$ cat src/rtl/gcsb_defs.svh
// register offsets, field positions and reset values of the global bank
`ifndef GCSB_DEFS_SVH
`define GCSB_DEFS_SVH
`define GCSB_ADDR_CFG       7'h00
`define GCSB_ADDR_STAT      7'h01
`define GCSB_ADDR_WCNT      7'h02
`define GCSB_CFG_W          12
`define GCSB_CFG_LOW_W      7
`define GCSB_CFG_RST        12'h000
`define GCSB_CFG_LOW_RST    7'h00
`define GCSB_BIT_TEST       7
`define GCSB_BIT_INV1       8
`define GCSB_BIT_INV2       9
`define GCSB_BIT_LOCK       10
`define GCSB_BIT_SYNC       11
`define GCSB_STAT_W         4
`define GCSB_BIT_RESET      0
`define GCSB_BIT_DRV1       1
`define GCSB_BIT_DRV2       2
`define GCSB_BIT_UV         3
`define GCSB_STAT_RST       4'h1
`define GCSB_CNT_W          8
`define GCSB_CNT_RST        8'h00
`define GCSB_CNT_ONE        8'h01
`define GCSB_CNT_MAX        8'hFF
`define GCSB_DATA_ZERO      32'h0000_0000
`endif

$ cat src/rtl/gcsb_pkg.sv
// shared types of the global configuration and status bank
`default_nettype none
package gcsb_pkg;
    typedef logic [6:0]  gcsb_addr_t;
    typedef logic [31:0] gcsb_data_t;
    typedef logic [1:0]  gcsb_sync_t;
endpackage
`default_nettype wire

$ cat src/rtl/gcsb_top.sv
// global configuration, clear-on-read status and uart write counter bank
// ----------------------------------------------------------------------
// ----------------------------------------------------------------------
`include "gcsb_defs.svh"
`default_nettype none
module gcsb_top (
    // clock, reset, enable
    input  wire logic              sys_clk,
    input  wire logic              sys_rst,
    input  wire logic              clk_en,
    // register access from the serial frame decoder
    input  wire logic              reg_wr_stb,
    input  wire logic              reg_rd_stb,
    input  wire gcsb_pkg::gcsb_addr_t reg_addr,
    input  wire gcsb_pkg::gcsb_data_t reg_wdata,
    output var  gcsb_pkg::gcsb_data_t reg_rdata_q,
    output logic                   reg_rvalid_q,
    // asynchronous pins and analog comparators
    input  wire logic              uart_mode_pin,
    input  wire logic              drv1_fault_pin,
    input  wire logic              drv2_fault_pin,
    input  wire logic              pump_uv_pin,
    // motion logic on the same clock
    input  wire logic              motor1_dir_req,
    input  wire logic              motor2_dir_req,
    input  wire logic              motor1_load_mode,
    input  wire logic              motor2_load_mode,
    input  wire logic              motor1_slow_req,
    input  wire logic              motor2_slow_req,
    // configuration and control outputs
    output logic [6:0]             cfg_low_q,
    output logic                   analog_test_pin_q,
    output logic                   motor1_dir_q,
    output logic                   motor2_dir_q,
    output logic                   motor1_slow_q,
    output logic                   motor2_slow_q,
    output logic                   driver_disable_q
);
    import gcsb_pkg::*;

    // ------------------------------------------------------------------
    // input synchronisers
    // ------------------------------------------------------------------
    gcsb_sync_t uart_s_q;
    gcsb_sync_t drv1_s_q;
    gcsb_sync_t drv2_s_q;
    gcsb_sync_t uv_s_q;
    logic       uart_mode;
    logic       drv1_err;
    logic       drv2_err;
    logic       pump_uv;

    // stage 0 is read only by stage 1
    always_ff @(posedge sys_clk or posedge sys_rst) begin
        if (sys_rst) begin
            uart_s_q <= 2'h0;
            drv1_s_q <= 2'h0;
            drv2_s_q <= 2'h0;
            uv_s_q   <= 2'h0;
        end else if (clk_en) begin
            uart_s_q <= {uart_s_q[0], uart_mode_pin};
            drv1_s_q <= {drv1_s_q[0], drv1_fault_pin};
            drv2_s_q <= {drv2_s_q[0], drv2_fault_pin};
            uv_s_q   <= {uv_s_q[0], pump_uv_pin};
        end
    end

    assign uart_mode = uart_s_q[1];
    assign drv1_err  = drv1_s_q[1];
    assign drv2_err  = drv2_s_q[1];
    assign pump_uv   = uv_s_q[1];

    // ------------------------------------------------------------------
    // address decode
    // ------------------------------------------------------------------
    logic                     wr_cfg;
    logic                     rd_stat;
    logic [`GCSB_CFG_W-1:0]   cfg_q;
    logic [`GCSB_STAT_W-1:0]  stat_q;
    logic [`GCSB_CNT_W-1:0]   cnt_q;
    logic                     locked;

    assign locked  = cfg_q[`GCSB_BIT_LOCK];
    assign wr_cfg  = clk_en && reg_wr_stb && (reg_addr == `GCSB_ADDR_CFG);
    assign rd_stat = clk_en && reg_rd_stb && (reg_addr == `GCSB_ADDR_STAT);

    // ------------------------------------------------------------------
    // global configuration
    // ------------------------------------------------------------------
    // only reset clears the lock, so a runaway host cannot unlock it
    always_ff @(posedge sys_clk or posedge sys_rst) begin
        if (sys_rst) begin
            cfg_q <= `GCSB_CFG_RST;
        end else if (wr_cfg && !locked) begin
            cfg_q <= reg_wdata[`GCSB_CFG_W-1:0];
        end
    end

    // ------------------------------------------------------------------
    // global status, clear on read
    // ------------------------------------------------------------------
    // a live condition sets its flag every cycle, so set beats the clear
    always_ff @(posedge sys_clk or posedge sys_rst) begin
        if (sys_rst) begin
            stat_q <= `GCSB_STAT_RST;
        end else if (clk_en) begin
            if (rd_stat) begin
                stat_q[`GCSB_BIT_RESET] <= 1'b0;
            end
            if (drv1_err) begin
                stat_q[`GCSB_BIT_DRV1] <= 1'b1;
            end else if (rd_stat) begin
                stat_q[`GCSB_BIT_DRV1] <= 1'b0;
            end
            if (drv2_err) begin
                stat_q[`GCSB_BIT_DRV2] <= 1'b1;
            end else if (rd_stat) begin
                stat_q[`GCSB_BIT_DRV2] <= 1'b0;
            end
            if (pump_uv) begin
                stat_q[`GCSB_BIT_UV] <= 1'b1;
            end else if (rd_stat) begin
                stat_q[`GCSB_BIT_UV] <= 1'b0;
            end
        end
    end

    // ------------------------------------------------------------------
    // uart write counter
    // ------------------------------------------------------------------
    // every write strobed in uart mode with the clock enable high counts, locked ones too: the frame still arrived
    always_ff @(posedge sys_clk or posedge sys_rst) begin
        if (sys_rst) begin
            cnt_q <= `GCSB_CNT_RST;
        end else if (clk_en && reg_wr_stb && uart_mode) begin
            cnt_q <= cnt_q + `GCSB_CNT_ONE;
        end
    end

    // ------------------------------------------------------------------
    // read data
    // ------------------------------------------------------------------
    // status read returns the flags as they stood before the clear
    always_ff @(posedge sys_clk or posedge sys_rst) begin
        if (sys_rst) begin
            reg_rdata_q  <= `GCSB_DATA_ZERO;
            reg_rvalid_q <= 1'b0;
        end else if (clk_en) begin
            reg_rvalid_q <= reg_rd_stb;
            if (reg_rd_stb) begin
                unique case (reg_addr)
                    `GCSB_ADDR_CFG:  reg_rdata_q <= {20'h0, cfg_q};
                    `GCSB_ADDR_STAT: reg_rdata_q <= {28'h0, stat_q};
                    `GCSB_ADDR_WCNT: reg_rdata_q <= {24'h0, cnt_q};
                    default:         reg_rdata_q <= `GCSB_DATA_ZERO;
                endcase
            end
        end
    end

    // ------------------------------------------------------------------
    // control outputs
    // ------------------------------------------------------------------
    logic sync_on;
    assign sync_on = cfg_q[`GCSB_BIT_SYNC] && motor1_load_mode && motor2_load_mode;

    always_ff @(posedge sys_clk or posedge sys_rst) begin
        if (sys_rst) begin
            cfg_low_q         <= `GCSB_CFG_LOW_RST;
            analog_test_pin_q <= 1'b0;
            motor1_dir_q      <= 1'b0;
            motor2_dir_q      <= 1'b0;
        end else if (clk_en) begin
            cfg_low_q         <= cfg_q[`GCSB_CFG_LOW_W-1:0];
            analog_test_pin_q <= cfg_q[`GCSB_BIT_TEST];
            motor1_dir_q      <= motor1_dir_req ^ cfg_q[`GCSB_BIT_INV1];
            motor2_dir_q      <= motor2_dir_req ^ cfg_q[`GCSB_BIT_INV2];
        end
    end

    // the faster motor follows the slower one only in load mode
    always_ff @(posedge sys_clk or posedge sys_rst) begin
        if (sys_rst) begin
            motor1_slow_q    <= 1'b0;
            motor2_slow_q    <= 1'b0;
            driver_disable_q <= 1'b1;
        end else if (clk_en) begin
            motor1_slow_q    <= motor1_slow_req || (sync_on && motor2_slow_req);
            motor2_slow_q    <= motor2_slow_req || (sync_on && motor1_slow_req);
            driver_disable_q <= pump_uv;
        end
    end

    // ------------------------------------------------------------------
    // assertions
    // ------------------------------------------------------------------
    lock_hold_a: assert property (
        @(posedge sys_clk) disable iff (sys_rst)
        locked |=> $stable(cfg_q))
        else $error("locked configuration changed");

    lock_stay_a: assert property (
        @(posedge sys_clk) disable iff (sys_rst)
        locked |=> locked [*3])
        else $error("lock released without reset");

    test_route_a: assert property (
        @(posedge sys_clk) disable iff (sys_rst)
        clk_en && wr_cfg && !locked
        ##1 clk_en |=> analog_test_pin_q == $past(reg_wdata[`GCSB_BIT_TEST], 2))
        else $error("test pin route wrong");

    dir1_inv_a: assert property (
        @(posedge sys_clk) disable iff (sys_rst)
        clk_en && cfg_q[`GCSB_BIT_INV1] |=> motor1_dir_q != $past(motor1_dir_req))
        else $error("motor 1 direction not inverted");

    dir2_inv_a: assert property (
        @(posedge sys_clk) disable iff (sys_rst)
        clk_en && !cfg_q[`GCSB_BIT_INV2] |=> motor2_dir_q == $past(motor2_dir_req))
        else $error("motor 2 direction inverted");

    speed_sync_a: assert property (
        @(posedge sys_clk) disable iff (sys_rst)
        clk_en && sync_on && motor2_slow_req |=> motor1_slow_q)
        else $error("faster motor not slowed");

    rst_flag_a: assert property (
        @(posedge sys_clk) disable iff (sys_rst)
        rd_stat |=> !stat_q[`GCSB_BIT_RESET] && reg_rvalid_q)
        else $error("reset flag survived a read");

    drv1_keep_a: assert property (
        @(posedge sys_clk) disable iff (sys_rst)
        clk_en && drv1_err |=> stat_q[`GCSB_BIT_DRV1])
        else $error("driver 1 fault flag lost");

    drv2_keep_a: assert property (
        @(posedge sys_clk) disable iff (sys_rst)
        stat_q[`GCSB_BIT_DRV2] && !rd_stat |=> stat_q[`GCSB_BIT_DRV2])
        else $error("driver 2 fault flag dropped early");

    pump_uv_a: assert property (
        @(posedge sys_clk) disable iff (sys_rst)
        clk_en && pump_uv |=> driver_disable_q && stat_q[`GCSB_BIT_UV])
        else $error("undervoltage not flagged");

    cnt_inc_a: assert property (
        @(posedge sys_clk) disable iff (sys_rst)
        clk_en && reg_wr_stb && uart_mode
        |=> cnt_q == 8'($past(cnt_q) + `GCSB_CNT_ONE))
        else $error("write counter did not step");

    cnt_read_a: assert property (
        @(posedge sys_clk) disable iff (sys_rst)
        !reg_wr_stb |=> $stable(cnt_q))
        else $error("read changed write counter");

    cnt_spi_a: assert property (
        @(posedge sys_clk) disable iff (sys_rst)
        !uart_mode |=> $stable(cnt_q))
        else $error("counter moved in spi mode");

    cnt_wrap_a: assert property (
        @(posedge sys_clk) disable iff (sys_rst)
        clk_en && reg_wr_stb && uart_mode && cnt_q == `GCSB_CNT_MAX
        |=> cnt_q == `GCSB_CNT_RST)
        else $error("counter did not wrap");

    // a frozen clock enable must hide strobes from every register
    freeze_hold_a: assert property (
        @(posedge sys_clk) disable iff (sys_rst)
        !clk_en |=> $stable(cfg_q) && $stable(stat_q) && $stable(cnt_q))
        else $error("state moved while clock enable low");

    lock_write_c: cover property (
        @(posedge sys_clk) disable iff (sys_rst) locked && wr_cfg);
    fault_read_c: cover property (
        @(posedge sys_clk) disable iff (sys_rst) drv1_err && rd_stat);
    frozen_wr_c: cover property (
        @(posedge sys_clk) disable iff (sys_rst) !clk_en && reg_wr_stb);
    cnt_wrap_c: cover property (
        @(posedge sys_clk) disable iff (sys_rst)
        cnt_q == `GCSB_CNT_MAX ##1 cnt_q == `GCSB_CNT_RST);
    sync_slow_c: cover property (
        @(posedge sys_clk) disable iff (sys_rst) sync_on && motor1_slow_req);

endmodule
`default_nettype wire

$ cat config.mk
export PLATFORM = sky130hd
export DESIGN_NAME = gcsb_top
export DESIGN_NICKNAME = d
export VERILOG_FILES = /design/src/rtl/gcsb_pkg.sv /design/src/rtl/gcsb_top.sv
export VERILOG_INCLUDE_DIRS = /design/src /design/src/rtl
export SDC_FILE = /design/constraint.sdc
export NUM_CORES = 1
export LEC_CHECK = 0
export ABC_AREA = 1
export BUFFER_PORTS_ARGS = -buffer_cell sky130_fd_sc_hd__buf_2
export CAP_MARGIN = 20
export CORE_ASPECT_RATIO = 1.5
export CORE_UTILIZATION = 53
export DETAILED_ROUTE_END_ITERATION = 12
export PLACE_DENSITY = 0.9
export SLEW_MARGIN = 20
export SYNTH_ARGS = -nofsm -noshare
export SYNTH_HDL_FRONTEND = slang
export SYNTH_SLANG_ARGS = --single-unit
$ cat constraint.sdc
create_clock -name sys_clk -period 4.2 [get_ports sys_clk]
set_clock_uncertainty 0.2 [all_clocks]
set_input_delay 0.21 -clock sys_clk [delete_from_list [all_inputs] [get_ports sys_clk]]
set_output_delay 0.21 -clock sys_clk [all_outputs]
set_load 0.03 [all_outputs]
==> results by group <==
CTS
  • Hold Buf Count CTS: 25
  • Maximum buffer depth of the clock tree: 2
  • CTS Buf Count: 9
  • CTS root buffer: clkbuf_8
  • Post-CTS sizing: 0
  • CTS tree: done
  • CTS H-tree depth: 3
  • Postcts setup bufs: 0
  • Sink Count: 58
  • CTS clk-pin slew, worst paths: around 0.07 ns
  • Later-pin clock latency in the skew report: 0.34 ns

Yosys
  • Number of synthesized register bits: 58
  • Synth async-reset ratio: 1.00
  • Post-Synthesis Cells: 321
  • Top cells by count, synth: nand2_1 (134), dfrtp_1 (56), buf_4 (22), nand3_1 (22), inv_1 (16)
  • Syn_area_per_cell: between 8 and 9 um2
  • Post-synth EDFFs: 0
  • Most common cell in the netlist: nand2_1
  • Seq/Total Area, Yosys: 0.524
  • Synth top area cells: dfrtp_1 (51%), nand2_1 (18%), buf_4 (6.0%)
  • Mapped cell area: 0.00277 mm2
  • Cell taking the most area after synthesis: dfrtp_1
  • Synth Flop Type: dfrtp_1
  • Share of the synthesized area in the top cell type: 0.505
  • Yosys cell types: 29
  • Synth Warn #: 0

Setup path
  • Critical path buffers and inverters: 4
  • Crit path arrival time: 2.25 ns
  • CP cell instances: dlygate4sd3_1 -> buf_2 -> nand4_1 -> dlygate4sd3_1 -> a21oi_1 -> dlygate4sd3_1
  • Worst R2R Start: cfg_q[11]
  • WS Path Type: in2reg
  • Crit. End Element: register
  • Max FO, Critical Path: 2
  • CP delay by family, top: buffers and inverters
  • Critical Path Source Type: input pin
  • Worst stage delay on the critical path: between 0.5 and 0.6 ns
  • CP dominant cell by count: dlygate4sd3_1
  • Slowest cell on the critical path: dlygate4sd3_1
  • Crit path launch: motor2_slow_req
  • CP required: 4.27 ns

Drt
  • Detailed-route via count: 2318
  • DRT antenna net count: 0
  • Avg WL per Cell: 12.8 um
  • # DRC: 0
  • DR pass1 iterations: 4
  • Initial DRC Count: 75
  • Vias per cell: between 4 and 5
  • Routed wire length: 6090 um

Pwr
  • P_sw: 0.000357 W
  • Comb power frac: 0.134
  • Int Pwr: 0.000931 W
  • Clock power share: 0.378
  • Leakage: 1.95 nW
  • Sequential fraction of design power: 0.488
  • Sw Ratio: 0.277
  • Maximum vdd ir drop: 0.000282 V
  • PD cells: ~380 mW/mm2

Status
  • Status: completed

Timing
  • Post-layout minimum cycle time: 2.18 ns
  • RSZ-0062 raised after global routing: false
  • Slew Viols, Final: 0
  • Setup-failing EPs final: 0
  • Final hold violations: 0
  • Worst-Margin Slew: 0.710 ns
  • Setup total negative slack: 0 ns
  • Final period util: 0.519
  • Rel. slew slack: 0.527
  • Achievable frequency: 459 MHz

Global routing
  • Initial antenna violation count: 0
  • GRT met2 Usage: 0.410
  • Largest net degree at the start of global routing: 59
  • Layer with the highest usage: met2
  • GR Layer Usage met3: 0.0530
  • Vias in the first global route: 2358
  • Grt met1 use: 0.312
  • First-pass GRT wire length: 10400 um
  • Total gr overflow: 0
  • GR Util All Layers: 0.255

Placed design
  • Post-detail-place hpwl: 4000 um
  • Port Buf Inserts: 59
  • GP Congestion: approximately 0.8
  • Cell Area, Placed: roughly 0.0030 mm2

Min path
  • Worst hold path class: in2reg
  • HP Start: reg_addr[6]

Final layout
  • Area delta synth->final: 23.9%
  • Core Util, Final: 0.697
  • Final Net Count: 460
  • Register Area: 0.00145 mm2
  • Multi-input gate area: 0.00107 mm2
  • Fillcell total: 380
  • Diodes inserted: 0
  • Final Cell Area: 0.00343 mm2
  • Share of cells above drive strength 1: 0.237

Floorplan
  • Die height: approximately 91 um
  • Initial Utilization: 0.563
  • Core ar.: 0.00493 mm2
  • Full die area: 0.00553 mm2
  • Die width: 61.1 um
  • Core Rows: 31
  • I/O Pins: 100

Flow run
  • MaxCap Viol Count: 0
-- final cells by class --
class                      instances  area share
sequential                        58       0.423
multi-input combinational        228       0.310
timing repair buffer              85       0.161
clock buffer                      14      0.0532
inverter                          23      0.0251
tap                               66      0.0240
clock inverter                     2     0.00291
-- path summary, 6_finish.rpt --
path | end | cells past startpoint | slack, ns
max | motor1_slow_q | 6 | 2.02
min | reg_rdata_q[9] | 4 | 0.09
min in group asynchronous | cnt_q[6] | 4 | 0.40
max in group asynchronous | cnt_q[0] | 4 | 2.91
min reg2reg | stat_q[0] | 2 | 0.26
max reg2reg | motor1_slow_q | 4 | 2.13
-- tightest hold or removal path, cell delays in order --
cell	delay, ns
buf_2	0.11
nor2_4	0.10
nand2_4	0.11
o21ai_1	0.06
-- registers in the layout, summed over array words and instances, names as in the netlist, 2 cells and up --
signal,cells
cfg_q,12
reg_rdata_q,12
cnt_q,8
cfg_low_q,7
stat_q,4
drv1_s_q,2
drv2_s_q,2
uart_s_q,2
uv_s_q,2
-- cell families (layout without fill, tap and decap cells) --
kind of cell | Yosys count | count (layout) | share of synthesized area
AO/OA/AOI/OAI | 21 | 21 | 0.0406
XOR/XNOR | 7 | 7 | 0.0221
adder cells (fa/ha/maj) | 1 | 1 | 0.00451
other | 1 | 20 | 0.00135
flip-flops | 58 | 58 | 0.524
buffers and inverters | 54 | 124 | 0.117
AND/OR/NAND/NOR | 179 | 179 | 0.290
-- stage by stage --
| step | worst slack [ns] | std cells | power (W) | hold WS, ns |
|---|---|---|---|---|
| floorplan | 2.37 | 340 | 0.000761 | 0.120 |
| global placement | 2.38 | 435 | 0.000781 | 0.203 |
| detailed placement | 2.32 | 435 | 0.000792 | 0.210 |
| CTS | 2.10 | 476 | 0.00129 | 0.0625 |
| global route | 1.95 | 476 | 0.00134 | 0.0995 |
| finish | 2.02 | 476 | 0.00129 | 0.0893 |
-- layer usage --
layer,part of all wire,vias up
met5,0,-
met4,0.030,0
met3,0.040,17
met2,0.52,83
met1,0.41,1096
li1,-,1122
-- power by group through the flow --
stage          Sequential (W)  Clock, W  Combinational, W
5_1_grt              0.000634  0.000518          0.000193
3_5_place_dp         0.000638         0          0.000154
3_3_place_gp         0.000634         0          0.000147
6_report             0.000629  0.000487          0.000173
4_1_cts              0.000629  0.000493          0.000172
2_1_floorplan        0.000642         0          0.000119
-- placed cells by master (no fill, tap or decap) --
cell / synthesis / final
a21oi_1: 2 / 2
buf_2: 3 / 59
buf_4: 22 / 1
clkbuf_1: 3 / 1
clkbuf_8: 0 / 13
clkinv_2: 0 / 2
conb_1: 1 / 20
dfrtp_1: 56 / 56
dfstp_2: 2 / 2
dlygate4sd3_1: 0 / 25
ha_1: 1 / 1
inv_1: 16 / 15
inv_2: 7 / 8
nand2_1: 134 / 134
nand2_2: 3 / 3
nand2_4: 3 / 3
nand3_1: 22 / 22
nand4_1: 3 / 3
nand4_2: 1 / 1
nand4_4: 1 / 1
nor2_1: 8 / 8
nor2_4: 1 / 1
nor2_8: 2 / 2
nor3_1: 1 / 1
o21ai_0: 6 / 6
o21ai_1: 12 / 12
o31ai_2: 1 / 1
xnor2_1: 4 / 4
xor2_1: 3 / 3
(Power assumes the default switching activity.)
